### config.mk
export PLATFORM = sky130hd
export DESIGN_NAME = spss_strap_sampler
export DESIGN_NICKNAME = d
export VERILOG_FILES = /design/src/spss_pkg.sv /design/src/spss_pair_cfg.sv /design/src/spss_strap_sampler.sv
export SDC_FILE = /design/constraint.sdc
export NUM_CORES = 1
export LEC_CHECK = 0
export ABC_CLOCK_PERIOD_IN_PS = 2760
export BUFFER_PORTS_ARGS = -buffer_cell sky130_fd_sc_hd__buf_4
export CORE_MARGIN = 3
export CORE_UTILIZATION = 45
export CTS_BUF_LIST = sky130_fd_sc_hd__clkbuf_4
export DETAILED_ROUTE_END_ITERATION = 6
export PLACE_DENSITY = 0.87
export SYNTH_ARGS = -nofsm -noshare
export SYNTH_HDL_FRONTEND = slang
export SYNTH_SLANG_ARGS = --single-unit
### constraint.sdc
create_clock -name sys_clk -period 2.76 [get_ports sys_clk]
set_input_delay 0 -clock sys_clk [delete_from_list [all_inputs] [get_ports sys_clk]]
set_output_delay 0 -clock sys_clk [all_outputs]
set_load 0.02 [all_outputs]
### src/spss_pkg.sv
// Package: constants, types and register map of the strap sampler
package spss_pkg;

  // ==========================================================
  // Geometry
  localparam int SPSS_PAIRS = 4;
  localparam int SPSS_LANES = 4;

  // ==========================================================
  // Timing
  localparam int SPSS_CLK_MHZ = 100;
  localparam int SPSS_HOLD_CYC = 10;
  localparam int SPSS_RATE_MULT = 10;
  localparam logic [3:0] SPSS_CNT_LAST = 4'h9;

  // ==========================================================
  // Rate codes
  localparam logic [1:0] SPSS_RATE_B_DIV2 = 2'h0;
  localparam logic [1:0] SPSS_RATE_B = 2'h1;
  localparam logic [1:0] SPSS_RATE_A = 2'h2;
  localparam logic [1:0] SPSS_RATE_RSVD = 2'h3;

  // ==========================================================
  // Register map (byte addresses)
  localparam logic [7:0] SPSS_REG_CLKSEL = 8'h00;
  localparam logic [7:0] SPSS_REG_STRAP = 8'h04;
  localparam logic [7:0] SPSS_REG_STATUS = 8'h08;
  localparam logic [7:0] SPSS_REG_TEST = 8'h0C;

  // CLKSEL fields
  localparam int SPSS_F_RATE_LSB = 0;
  localparam int SPSS_F_PDOV_EN = 4;
  localparam int SPSS_F_PAIR_PD = 8;
  localparam int SPSS_F_ODD_PD = 12;
  localparam int SPSS_F_ODDOV_EN = 16;

  localparam logic [1:0] SPSS_RESP_OKAY = 2'h0;
  localparam logic [1:0] SPSS_RESP_SLVERR = 2'h2;

  typedef enum logic [1:0] {
    SPSS_ST_IDLE,
    SPSS_ST_SAMPLE,
    SPSS_ST_HOLD
  } spss_state_t;

  // Sampled strap image
  typedef struct packed {
    logic [SPSS_PAIRS-1:0] mode_1x;
    logic [SPSS_PAIRS-1:0] even_pd;
    logic [SPSS_PAIRS-1:0] odd_pd;
    logic [1:0] rate;
  } spss_straps_t;

  // Per port outputs
  typedef struct packed {
    logic [SPSS_PAIRS-1:0] four_lane;
    logic [SPSS_PAIRS-1:0] odd_avail;
    logic [SPSS_PAIRS-1:0] even_pd;
    logic [SPSS_PAIRS-1:0] odd_pd;
  } spss_port_cfg_t;

endpackage : spss_pkg

### src/spss_pair_cfg.sv
// Per-pair lane mode and power-down decode
`timescale 1ns/1ps
module spss_pair_cfg
  import spss_pkg::*;
(
  input wire logic mode_1x,
  input wire logic even_pd_in,
  input wire logic odd_pd_in,
  output logic four_lane,
  output logic odd_avail,
  output logic even_pd,
  output logic odd_pd,
  output logic [SPSS_LANES-1:0] lane_pd
);

  assign four_lane = ~mode_1x;
  assign odd_avail = mode_1x;
  assign even_pd = even_pd_in;
  // Even power-down forces the odd port down too
  assign odd_pd = even_pd_in | odd_pd_in;
  // Whole macro at once, never single lanes
  assign lane_pd = {SPSS_LANES{even_pd_in}};

endmodule : spss_pair_cfg

### src/spss_strap_sampler.sv
// Top: strap sampling, holding, overrides and AXI4-Lite registers
//
// The implementer's own choices: the register offsets and the AXI4-Lite slave port.
`timescale 1ns/1ps
module spss_strap_sampler
  import spss_pkg::*;
#(
  parameter int PAIRS = SPSS_PAIRS
)(
  input wire logic sys_clk,
  input wire logic rst,
  input wire logic self_reset,
  input wire logic [SPSS_PAIRS-1:0] pair_lane_mode_strap_i,
  input wire logic [SPSS_PAIRS-1:0] even_port_power_down_strap_i,
  input wire logic [SPSS_PAIRS-1:0] odd_port_power_down_strap_i,
  input wire logic [1:0] lane_rate_select_strap_i,
  output logic [SPSS_PAIRS-1:0] pair_lane_mode_strap_o,
  output logic [SPSS_PAIRS-1:0] even_port_power_down_strap_o,
  output logic [SPSS_PAIRS-1:0] odd_port_power_down_strap_o,
  output logic [1:0] lane_rate_select_strap_o,
  output logic [SPSS_PAIRS-1:0] pair_lane_mode_strap_oe,
  output logic [SPSS_PAIRS-1:0] even_port_power_down_strap_oe,
  output logic [SPSS_PAIRS-1:0] odd_port_power_down_strap_oe,
  output logic [1:0] lane_rate_select_strap_oe,
  output spss_port_cfg_t port_cfg,
  output logic [SPSS_PAIRS*SPSS_LANES-1:0] lane_power_down,
  output logic [1:0] lane_ref_sel,
  output logic [4:0] lane_rate_mult,
  output logic straps_valid,
  input wire logic [7:0] s_axi_awaddr,
  input wire logic s_axi_awvalid,
  output logic s_axi_awready,
  input wire logic [31:0] s_axi_wdata,
  input wire logic [3:0] s_axi_wstrb,
  input wire logic s_axi_wvalid,
  output logic s_axi_wready,
  output logic [1:0] s_axi_bresp,
  output logic s_axi_bvalid,
  input wire logic s_axi_bready,
  input wire logic [7:0] s_axi_araddr,
  input wire logic s_axi_arvalid,
  output logic s_axi_arready,
  output logic [31:0] s_axi_rdata,
  output logic [1:0] s_axi_rresp,
  output logic s_axi_rvalid,
  input wire logic s_axi_rready
);

  // ==========================================================
  // Sampling window; counted in bus clocks, which must not exceed 100 MHz
  localparam int WIN_NS = SPSS_HOLD_CYC * 1000 / SPSS_CLK_MHZ;

  spss_state_t st_ff;
  spss_state_t nxt_st;
  logic [3:0] cnt_ff;
  logic [3:0] nxt_cnt;
  spss_straps_t strap_ff;
  spss_straps_t live;
  logic [1:0] rate_ff;
  logic win_end;

  assign live.mode_1x = pair_lane_mode_strap_i;
  assign live.even_pd = even_port_power_down_strap_i;
  assign live.odd_pd = odd_port_power_down_strap_i;
  assign live.rate = lane_rate_select_strap_i;

  // Last cycle of the hold window after reset release
  assign win_end = (st_ff == SPSS_ST_SAMPLE) && (cnt_ff == SPSS_CNT_LAST);

  always_comb begin
    nxt_st = st_ff;
    nxt_cnt = cnt_ff;
    case (st_ff)
      SPSS_ST_IDLE: begin
        nxt_st = SPSS_ST_SAMPLE;
        nxt_cnt = 4'h0;
      end
      SPSS_ST_SAMPLE: begin
        nxt_cnt = cnt_ff + 4'h1;
        if (win_end) begin
          nxt_st = SPSS_ST_HOLD;
        end
      end
      SPSS_ST_HOLD: begin
        nxt_st = SPSS_ST_HOLD;
      end
      default: begin
        nxt_st = SPSS_ST_IDLE;
      end
    endcase
  end

  always_ff @(posedge sys_clk) begin
    if (rst) begin
      st_ff <= SPSS_ST_IDLE;
      cnt_ff <= 4'h0;
    end else begin
      st_ff <= nxt_st;
      cnt_ff <= nxt_cnt;
    end
  end

  // Straps captured at the window's end, then ignored until hard reset
  always_ff @(posedge sys_clk) begin
    if (rst) begin
      strap_ff <= '0;
    end else if (win_end) begin
      strap_ff <= live;
    end
  end

  assign straps_valid = (st_ff == SPSS_ST_HOLD);

  // ==========================================================
  // Registers
  logic pdov_en_ff;
  logic oddov_en_ff;
  logic [SPSS_PAIRS-1:0] pair_pd_ff;
  logic [SPSS_PAIRS-1:0] odd_pd_sw_ff;
  logic test_mode_ff;
  logic [1:0] rate_fix;

  // Reserved code would leave the lanes without a clock
  assign rate_fix = (strap_ff.rate == SPSS_RATE_RSVD) ?
                    SPSS_RATE_B : strap_ff.rate;

  // Applied anew at the window's end after hard reset release and on each cycle that self_reset is high
  always_ff @(posedge sys_clk) begin
    if (rst) begin
      rate_ff <= SPSS_RATE_B;
    end else if (win_end) begin
      rate_ff <= (live.rate == SPSS_RATE_RSVD) ?
                 SPSS_RATE_B : live.rate;
    end else if (self_reset) begin
      rate_ff <= rate_fix;
    end
  end

  assign lane_ref_sel = rate_ff;
  assign lane_rate_mult = 5'(SPSS_RATE_MULT);

  // ==========================================================
  // Effective power-down after software override
  logic [SPSS_PAIRS-1:0] even_eff;
  logic [SPSS_PAIRS-1:0] odd_eff;
  assign even_eff = pdov_en_ff ? pair_pd_ff : strap_ff.even_pd;
  assign odd_eff = oddov_en_ff ? odd_pd_sw_ff : strap_ff.odd_pd;

  genvar gi;
  generate
    for (gi = 0; gi < SPSS_PAIRS; gi++) begin : g_pair
      spss_pair_cfg u_pair (
        .mode_1x(strap_ff.mode_1x[gi]),
        .even_pd_in(even_eff[gi]),
        .odd_pd_in(odd_eff[gi]),
        .four_lane(port_cfg.four_lane[gi]),
        .odd_avail(port_cfg.odd_avail[gi]),
        .even_pd(port_cfg.even_pd[gi]),
        .odd_pd(port_cfg.odd_pd[gi]),
        .lane_pd(lane_power_down[gi*SPSS_LANES +: SPSS_LANES])
      );
    end
  endgenerate

  // ==========================================================
  // Pins drive back the held image only in test mode
  assign pair_lane_mode_strap_o = strap_ff.mode_1x;
  assign even_port_power_down_strap_o = strap_ff.even_pd;
  assign odd_port_power_down_strap_o = strap_ff.odd_pd;
  assign lane_rate_select_strap_o = strap_ff.rate;
  assign pair_lane_mode_strap_oe = {SPSS_PAIRS{test_mode_ff}};
  assign even_port_power_down_strap_oe = {SPSS_PAIRS{test_mode_ff}};
  assign odd_port_power_down_strap_oe = {SPSS_PAIRS{test_mode_ff}};
  assign lane_rate_select_strap_oe = {2{test_mode_ff}};

  // ==========================================================
  // AXI4-Lite write
  logic aw_ff;
  logic w_ff;
  logic [7:0] awaddr_ff;
  logic [31:0] wdata_ff;
  // Strobes travel with the data; the master may drop them once w is taken
  logic [3:0] wstrb_ff;
  logic bvalid_ff;
  logic [1:0] bresp_ff;
  logic wr_go;
  logic wr_hit;

  assign s_axi_awready = ~aw_ff & ~bvalid_ff;
  assign s_axi_wready = ~w_ff & ~bvalid_ff;
  assign wr_go = aw_ff & w_ff & ~bvalid_ff;
  assign wr_hit = (awaddr_ff == SPSS_REG_CLKSEL) ||
                  (awaddr_ff == SPSS_REG_TEST);
  assign s_axi_bvalid = bvalid_ff;
  assign s_axi_bresp = bresp_ff;

  always_ff @(posedge sys_clk) begin
    if (rst) begin
      aw_ff <= 1'b0;
      w_ff <= 1'b0;
      awaddr_ff <= 8'h00;
      wdata_ff <= 32'h0000_0000;
      wstrb_ff <= 4'h0;
      bvalid_ff <= 1'b0;
      bresp_ff <= SPSS_RESP_OKAY;
    end else begin
      if (s_axi_awvalid && s_axi_awready) begin
        aw_ff <= 1'b1;
        awaddr_ff <= {s_axi_awaddr[7:2], 2'b00};
      end
      if (s_axi_wvalid && s_axi_wready) begin
        w_ff <= 1'b1;
        wdata_ff <= s_axi_wdata;
        wstrb_ff <= s_axi_wstrb;
      end
      if (wr_go) begin
        aw_ff <= 1'b0;
        w_ff <= 1'b0;
        bvalid_ff <= 1'b1;
        bresp_ff <= wr_hit ? SPSS_RESP_OKAY : SPSS_RESP_SLVERR;
      end else if (s_axi_bready) begin
        bvalid_ff <= 1'b0;
      end
    end
  end

  // Byte lanes 0..2 hold every writable field
  always_ff @(posedge sys_clk) begin
    if (rst) begin
      pdov_en_ff <= 1'b0;
      oddov_en_ff <= 1'b0;
      pair_pd_ff <= '0;
      odd_pd_sw_ff <= '0;
      test_mode_ff <= 1'b0;
    end else if (wr_go && awaddr_ff == SPSS_REG_CLKSEL) begin
      if (wstrb_ff[0]) begin
        pdov_en_ff <= wdata_ff[SPSS_F_PDOV_EN];
      end
      if (wstrb_ff[1]) begin
        pair_pd_ff <= wdata_ff[SPSS_F_PAIR_PD +: SPSS_PAIRS];
        odd_pd_sw_ff <= wdata_ff[SPSS_F_ODD_PD +: SPSS_PAIRS];
      end
      if (wstrb_ff[2]) begin
        oddov_en_ff <= wdata_ff[SPSS_F_ODDOV_EN];
      end
    end else if (wr_go && awaddr_ff == SPSS_REG_TEST && wstrb_ff[0]) begin
      test_mode_ff <= wdata_ff[0];
    end
  end

  // ==========================================================
  // AXI4-Lite read
  logic rvalid_ff;
  logic [31:0] rdata_ff;
  logic [1:0] rresp_ff;
  logic [7:0] ra;
  logic [31:0] rd_clksel;
  logic [31:0] rd_strap;
  logic [31:0] rd_status;
  logic rd_hit;

  assign ra = {s_axi_araddr[7:2], 2'b00};
  // Rate field reads back the applied rate, with the reserved code replaced by rate B
  assign rd_clksel = {15'h0000, oddov_en_ff, odd_pd_sw_ff,
                      pair_pd_ff, 3'h0, pdov_en_ff, 2'h0,
                      rate_ff};
  assign rd_strap = {18'h0_0000, strap_ff.rate, strap_ff.odd_pd,
                     strap_ff.even_pd, strap_ff.mode_1x};
  assign rd_status = {19'h0_0000, straps_valid, port_cfg.odd_pd,
                      port_cfg.even_pd, port_cfg.four_lane};
  assign rd_hit = (ra == SPSS_REG_CLKSEL) || (ra == SPSS_REG_STRAP) ||
                  (ra == SPSS_REG_STATUS) || (ra == SPSS_REG_TEST);
  assign s_axi_arready = ~rvalid_ff;
  assign s_axi_rvalid = rvalid_ff;
  assign s_axi_rdata = rdata_ff;
  assign s_axi_rresp = rresp_ff;

  always_ff @(posedge sys_clk) begin
    if (rst) begin
      rvalid_ff <= 1'b0;
      rdata_ff <= 32'h0000_0000;
      rresp_ff <= SPSS_RESP_OKAY;
    end else if (s_axi_arvalid && s_axi_arready) begin
      rvalid_ff <= 1'b1;
      rresp_ff <= rd_hit ? SPSS_RESP_OKAY : SPSS_RESP_SLVERR;
      case (ra)
        SPSS_REG_CLKSEL: rdata_ff <= rd_clksel;
        SPSS_REG_STRAP: rdata_ff <= rd_strap;
        SPSS_REG_STATUS: rdata_ff <= rd_status;
        SPSS_REG_TEST: rdata_ff <= {31'h0000_0000, test_mode_ff};
        default: rdata_ff <= 32'h0000_0000;
      endcase
    end else if (s_axi_rready) begin
      rvalid_ff <= 1'b0;
    end
  end

endmodule : spss_strap_sampler

# Word level (Yosys, flattened, before mapping)

Cells that the tools add are included.

Bits in registers: 99
RAM bits: 0
Memories kept: 0
Output and inout bits: 109
Bits in latches: 0
ROM bits: 0
Input bits: 74

Eq/ne operators: 10
Multipliers: 0
Divide/modulo/power cells: 0
Shift-type cells: 0
Bitwise gates (word level): 17
Muxes and demuxes: 16
Reduce and logical (&&, ||, !) cells: 23
Order comparisons: 0
Add/subtract/negate cells: 1

Operators with widths:

| operator                                             | number |
|---|---|
| case mux 17 bit (4 select lines)                     | 1 |
| equality test 6 x 2 -> 1 bit (second input constant) | 3 |
| logical NOT 8 bit                                    | 2 |
| two-way mux 2 bit                                    | 7 |
| NOT 1 bit                                            | 9 |
| two-way mux 4 bit                                    | 2 |
| case mux 4 bit (2 select lines)                      | 1 |
| AND reduction 2 bit                                  | 4 |
| nonzero test 2 bit                                   | 4 |
| logical AND 1 bit                                    | 7 |
| equality test 2 bit (second input constant)          | 3 |
| equality test 6 x 1 -> 1 bit (second input constant) | 1 |
| case mux 2 bit (3 select lines)                      | 1 |
| adder 4 x 1 -> 4 bit (second input constant)         | 1 |
| AND 1 bit                                            | 4 |
| equality test 4 bit (second input constant)          | 1 |
| logical OR 1 bit                                     | 4 |
| two-way mux 1 bit                                    | 4 |
| bitwise OR 1 bit                                     | 4 |
| equality test 2 x 1 -> 1 bit (second input constant) | 1 |
| logical NOT 2 bit                                    | 1 |
| != test 2 bit (second input constant)                | 1 |
| OR reduction 2 bit                                   | 1 |

# Longest topological paths before layout

Depth after elaboration: 5
Gate-level depth with buffers: 7
Mapped depth without buffers: 6

# By module

A second synthesis with hierarchy kept.

Cells, all modules: 450
Area, all modules: 3927.5 um^2

By module, submodules not included:

| module             | area an instance (um^2) | cells an instance | times used |
|---|---|---|---|
| spss_strap_sampler | 3707.3                  | 418               | 1 |
| spss_pair_cfg      | 55.1                    | 8                 | 4 |

# Least setup slack after synthesis

No wires, ideal clock.

Kind: reg2reg
From: register bvalid_ff, in the netlist s_axi_bvalid
To: register wdata_ff[10]
Cell stages (with the launch flop): 7
Data required time: 2.689 ns
Data arrival time: 1.405 ns
Setup slack: 1.284 ns
Clock period less this slack: 1.476 ns
Library setup time: 0.071 ns
Cells stage by stage: dfxtp_1 nor2_1 and2_1 buf_2 buf_2 nand2_1 a21oi_1

Cells in the longest elaborated chain, start to end: 3

Ends and longest elaborated chain:

| item                   | line                      | source |
|---|---|---|
| from (decl)            | spss_strap_sampler.sv:184 | `logic bvalid_ff;` |
| from (signal assigned) | spss_strap_sampler.sv:204 | `bvalid_ff <= 1'b0;` |
| from (signal assigned) | spss_strap_sampler.sv:219 | `bvalid_ff <= 1'b1;` |
| from (signal assigned) | spss_strap_sampler.sv:222 | `bvalid_ff <= 1'b0;` |
| NOT 1 bit              | spss_strap_sampler.sv:190 | `assign s_axi_wready = ~w_ff & ~bvalid_ff;` |
| AND 1 bit              | spss_strap_sampler.sv:190 |  |
| named net s_axi_wready | spss_strap_sampler.sv:36  | `output logic s_axi_wready,` |
| logical AND 1 bit      | spss_strap_sampler.sv:211 | `if (s_axi_wvalid && s_axi_wready) begin` |
| to (signal assigned)   | spss_strap_sampler.sv:213 | `wdata_ff <= s_axi_wdata;` |
| to (decl)              | spss_strap_sampler.sv:181 | `logic [31:0] wdata_ff;` |

The timed path passes the listed nets, and every way through them passes these cells.
A chain may end at the register's enable or synchronous reset.

# Worst setup path after layout

From: register st_ff[0]
To: register rate_ff[0], in the netlist lane_ref_sel[0]

Cells in the longest elaborated chain, start to end: 3

Ends and longest elaborated chain:

| item                                                           | line                      | source |
|---|---|---|
| from (decl)                                                    | spss_strap_sampler.sv:53  | `spss_state_t st_ff;` |
| from (signal assigned)                                         | spss_strap_sampler.sv:98  | `st_ff <= nxt_st;` |
| equality test 2 x 1 -> 1 bit (*)                               | spss_strap_sampler.sv:68  | `assign win_end = (st_ff == SPSS_ST_SAMPLE) && (cnt_ff == SPSS_CNT_LAST);` |
| logical AND 1 bit (*)                                          | spss_strap_sampler.sv:68  |  |
| two-way mux 2 bit / nonzero test 2 bit (equally long branches) | n/a                       |  |
| to (signal assigned)                                           | spss_strap_sampler.sv:132 | `rate_ff <= (live.rate == SPSS_RATE_RSVD) ?` |
| to (signal assigned)                                           | spss_strap_sampler.sv:135 | `rate_ff <= rate_fix;` |
| to (decl)                                                      | spss_strap_sampler.sv:59  | `logic [1:0] rate_ff;` |

Mark *: on every way between the ends. The rest lies on a longest branch, timed or not.

==> metrics.md <==
| Metric | Value |
|---|---|
| Hold Vio Cnt, Final | `0` |
| DP HPWL | `6.789 mm` |
| Root Buffer | `clkbuf_4` |
| Worst setup EP type | `flip-flop` |
| RSZ-0062 raised after global routing | `no` |
| Critical path launch point type | `flip-flop` |
| Remaining DRCs | `0` |
| Syn Area/Cell | `8.399 um^2` |
| Yosys top cell area share | `39.99%` |
| Layout cells sized above 1 | `28.35%` |
| Final Core Density | `about three fifths` |
| Worst hold path class | `in -> reg` |
| Yosys cell types | `40` |
| DR vias | `3342` |
| Min cycle time layout | `between 2000 and 2500 ps` |
| Die Width | `97.95 um` |
| Grt ovf | `0` |
| Post-Synthesis Cells | `approximately 450` |
| Worst Skew | `21.44 ps` |
| GRT Total Usage | `between 10% and 20%` |
| Non-Filler Instances | `670` |
| Hold_buf cts | `40` |
| I/O pins | `between 150 and 200` |
| Fmax | `about 0.43 GHz` |
| Clock slew at reported path FFs | `130 ps` |
| CP Data Required Time | `3080 ps` |
| Leading area contributor after synthesis | `dfxtp_1` |
| Status | `completed` |
| Worst slew margin | `33.55%` |
| Worst hold stages | `4` |
| Ant diodes | `0` |
| Leakage | `2.298 nW` |
| Die Ht | `97.95 um` |
| Routed length per instance | `14.14 um` |
| Worst-Margin Slew | `roughly 1000 ps` |
| Seq/Total Area, Yosys | `39.99%` |
| Cell count of the worst reg-to-reg path | `5` |
| Post-CTS Resized | `0` |
| Flops & latches, synth | `76` |
| Final setup violation count | `0` |
| Final Max Slew Viols | `0` |
| First-pass GRT wire length | `15.10 mm` |
| Maximum number of pins on one net before global-route repair | `62` |
| Clock latency on the worst-skew pair | `just over 400 ps` |
| Post-Syn Area | `~0.0038 mm^2` |
| Total power | `2.345 mW` |
| Setup CP Type | `reg -> reg` |
| Antenna viol nets, final | `0` |
| H-tree depth | `3` |
| TritonCTS clock tree | `done` |
| Initial Utilization | `47.75%` |
| Ranking of synthesized cells by area | `dfxtp_1 (40%), buf_4 (14%), mux2i_1 (7.6%)` |
| Area Growth Syn to Fin | `29.53%` |
| Fin crit share | `85.04%` |
| Final wirelength | `9.472 mm` |
| Clock buffer depth | `2` |
| Max Cap Viol | `0` |
| DR vias/cell | `4.988` |
| GPL Wtd Cong | `0.7948` |
| Vias in the first global route | `3125` |
| Critical path arrival | `2670 ps` |
| Row count | `32` |
| # nets final | `between 600 and 700` |
| Placed Instances | `615` |
| Initial antenna violation count | `0` |
| CTS buffer count | `9` |
| Clock tree sinks | `76` |
| Core ar. | `0.007968 mm^2` |
| 1st-iter DRT viols | `between 150 and 200` |
| CP Max Fanout | `18` |
| Die area | `between 0.009 and 0.01 mm^2` |
| Power Density | `475.8 mW/mm^2` |
| Drt pass-1 iters | `4` |
| YS warnings | `0` |
| Worst vdd ir | `around 0.25 mV` |
| # Post-CTS Setup Buffers | `0` |
| Sum Neg Setup Slack | `0 ps` |
| Port Buffers | `134` |
## worst paths after layout
path,startpoint,to,slack [ps]
setup / recovery,st_ff[0],lane_ref_sel[0],410
hold / removal,s_axi_araddr[6],s_axi_rresp[1],40
setup reg to reg,st_ff[0],lane_ref_sel[0],410
hold reg to reg,wdata_ff[0],wdata_ff[0],460
## sequential cells by signal, indices dropped and copies added, names as in the netlist, 2 cells and up
register / cells
awaddr_ff: 6
cnt_ff: 4
even_port_power_down_strap_o: 4
lane_rate_select_strap_o: 2
lane_ref_sel: 2
odd_pd_sw_ff: 4
odd_port_power_down_strap_o: 4
pair_lane_mode_strap_o: 4
pair_pd_ff: 4
s_axi_rdata: 17
st_ff: 2
wdata_ff: 11
wstrb_ff: 3
## synth_stat cells, drive strengths merged
master and number:
nor3 4, a22o 3, nand2 74, a22oi 6, nand2b 3, clkbuf 13
and3b 1, a41oi 1, nand4 3, o21ai 18, inv 11, mux2 6
a31oi 1, xnor2 1, nor2 41, o31ai 1, o22ai 1, nand3 3
dfxtp 76, a21oi 40, buf 82, and2 3, and3 1, nor3b 3
a211oi 2, o31a 1, nor4 2, conb 2, nand4b 1, a211o 4
nand3b 2, mux2i 29, ha 5, nor2b 9
## layout by cell type (no fill, tap or decap), types with 2 or more instances in the layout
cell type      instances
inv_1                 11
nand2_1               74
nand3b_1               2
buf_4                135
a211oi_1               2
nand3_1                3
nor2_1                41
nand4_1                2
dlygate4sd3_1         40
a211o_1                4
clkinv_2               2
o21ai_0               18
nand2b_1               3
bufinv_16              2
a22o_1                 3
and2_1                 3
nor2b_1                9
clkbuf_4              10
dfxtp_1               76
a21oi_1               40
mux2i_1               29
conb_1                22
nor3b_1                2
a22oi_1                6
ha_1                   5
nor3_1                 4
mux2_4                 4
mux2_2                 2
## metal layers
| layer | track usage [%] | routed length (um) | up-vias | part of all wire, % |
|---|---|---|---|---|
| met5 | 0 | 0 | - | 0 |
| met1 | 23.29 | 3962 | 1543 | 42 |
| li1 | - | - | 1633 | - |
| met4 | 7.135 | 121 | 0 | 1.3 |
| met2 | 33.87 | 4769 | 151 | 50 |
| met3 | 3.929 | 619 | 15 | 6.5 |
## through the flow
step	instance area, um^2	hold WS, ps	setup slack [ps]
2_1_floorplan	3880	99.02	1284
3_3_place_gp	4375	187.7	989.7
3_5_place_dp	4375	192.8	950.0
4_1_cts	4928	18.56	461.9
5_1_grt	4928	44.41	179.5
6_report	4928	44.22	413.0
## cell type report
cell class | count | area (um^2)
repair buffers | 175 | 1414
flip-flops and latches | 76 | 1521
fillers | 667 | 3039
well taps | 102 | 127.6
clock inverters | 5 | 77.57
multi-input cells | 291 | 1672
clock buffers | 10 | 75.07
inverters | 11 | 41.29
## where the power goes
| part | leakage (nW) | internal (mW) | switching (mW) |
|---|---|---|---|
| clock | 0.0822 | 0.370 | 0.373 |
| combinational | 1.60 | 0.190 | 0.226 |
| sequential | 0.617 | 1.14 | 0.0422 |
## critical path, stage by stage (launching register included)
cell           delay [ps]
dfxtp_1               400
ha_1                  390
nand4b_2              510
o21ai_0               320
dlygate4sd3_1         590
nand2_1                50
## logic make-up (layout without fill, tap and decap cells)
family	after synthesis	in the layout	share of synthesized area (%)
compound gates	78	78	11.81
flops	76	76	39.99
xor+xnor	1	1	0.2302
simple gates	150	150	18.28
other cells	2	22	0.1974
fa+ha+maj	5	5	1.644
buf+inv	106	201	18.05
mux	35	35	9.799
(Power assumes the default switching activity.)
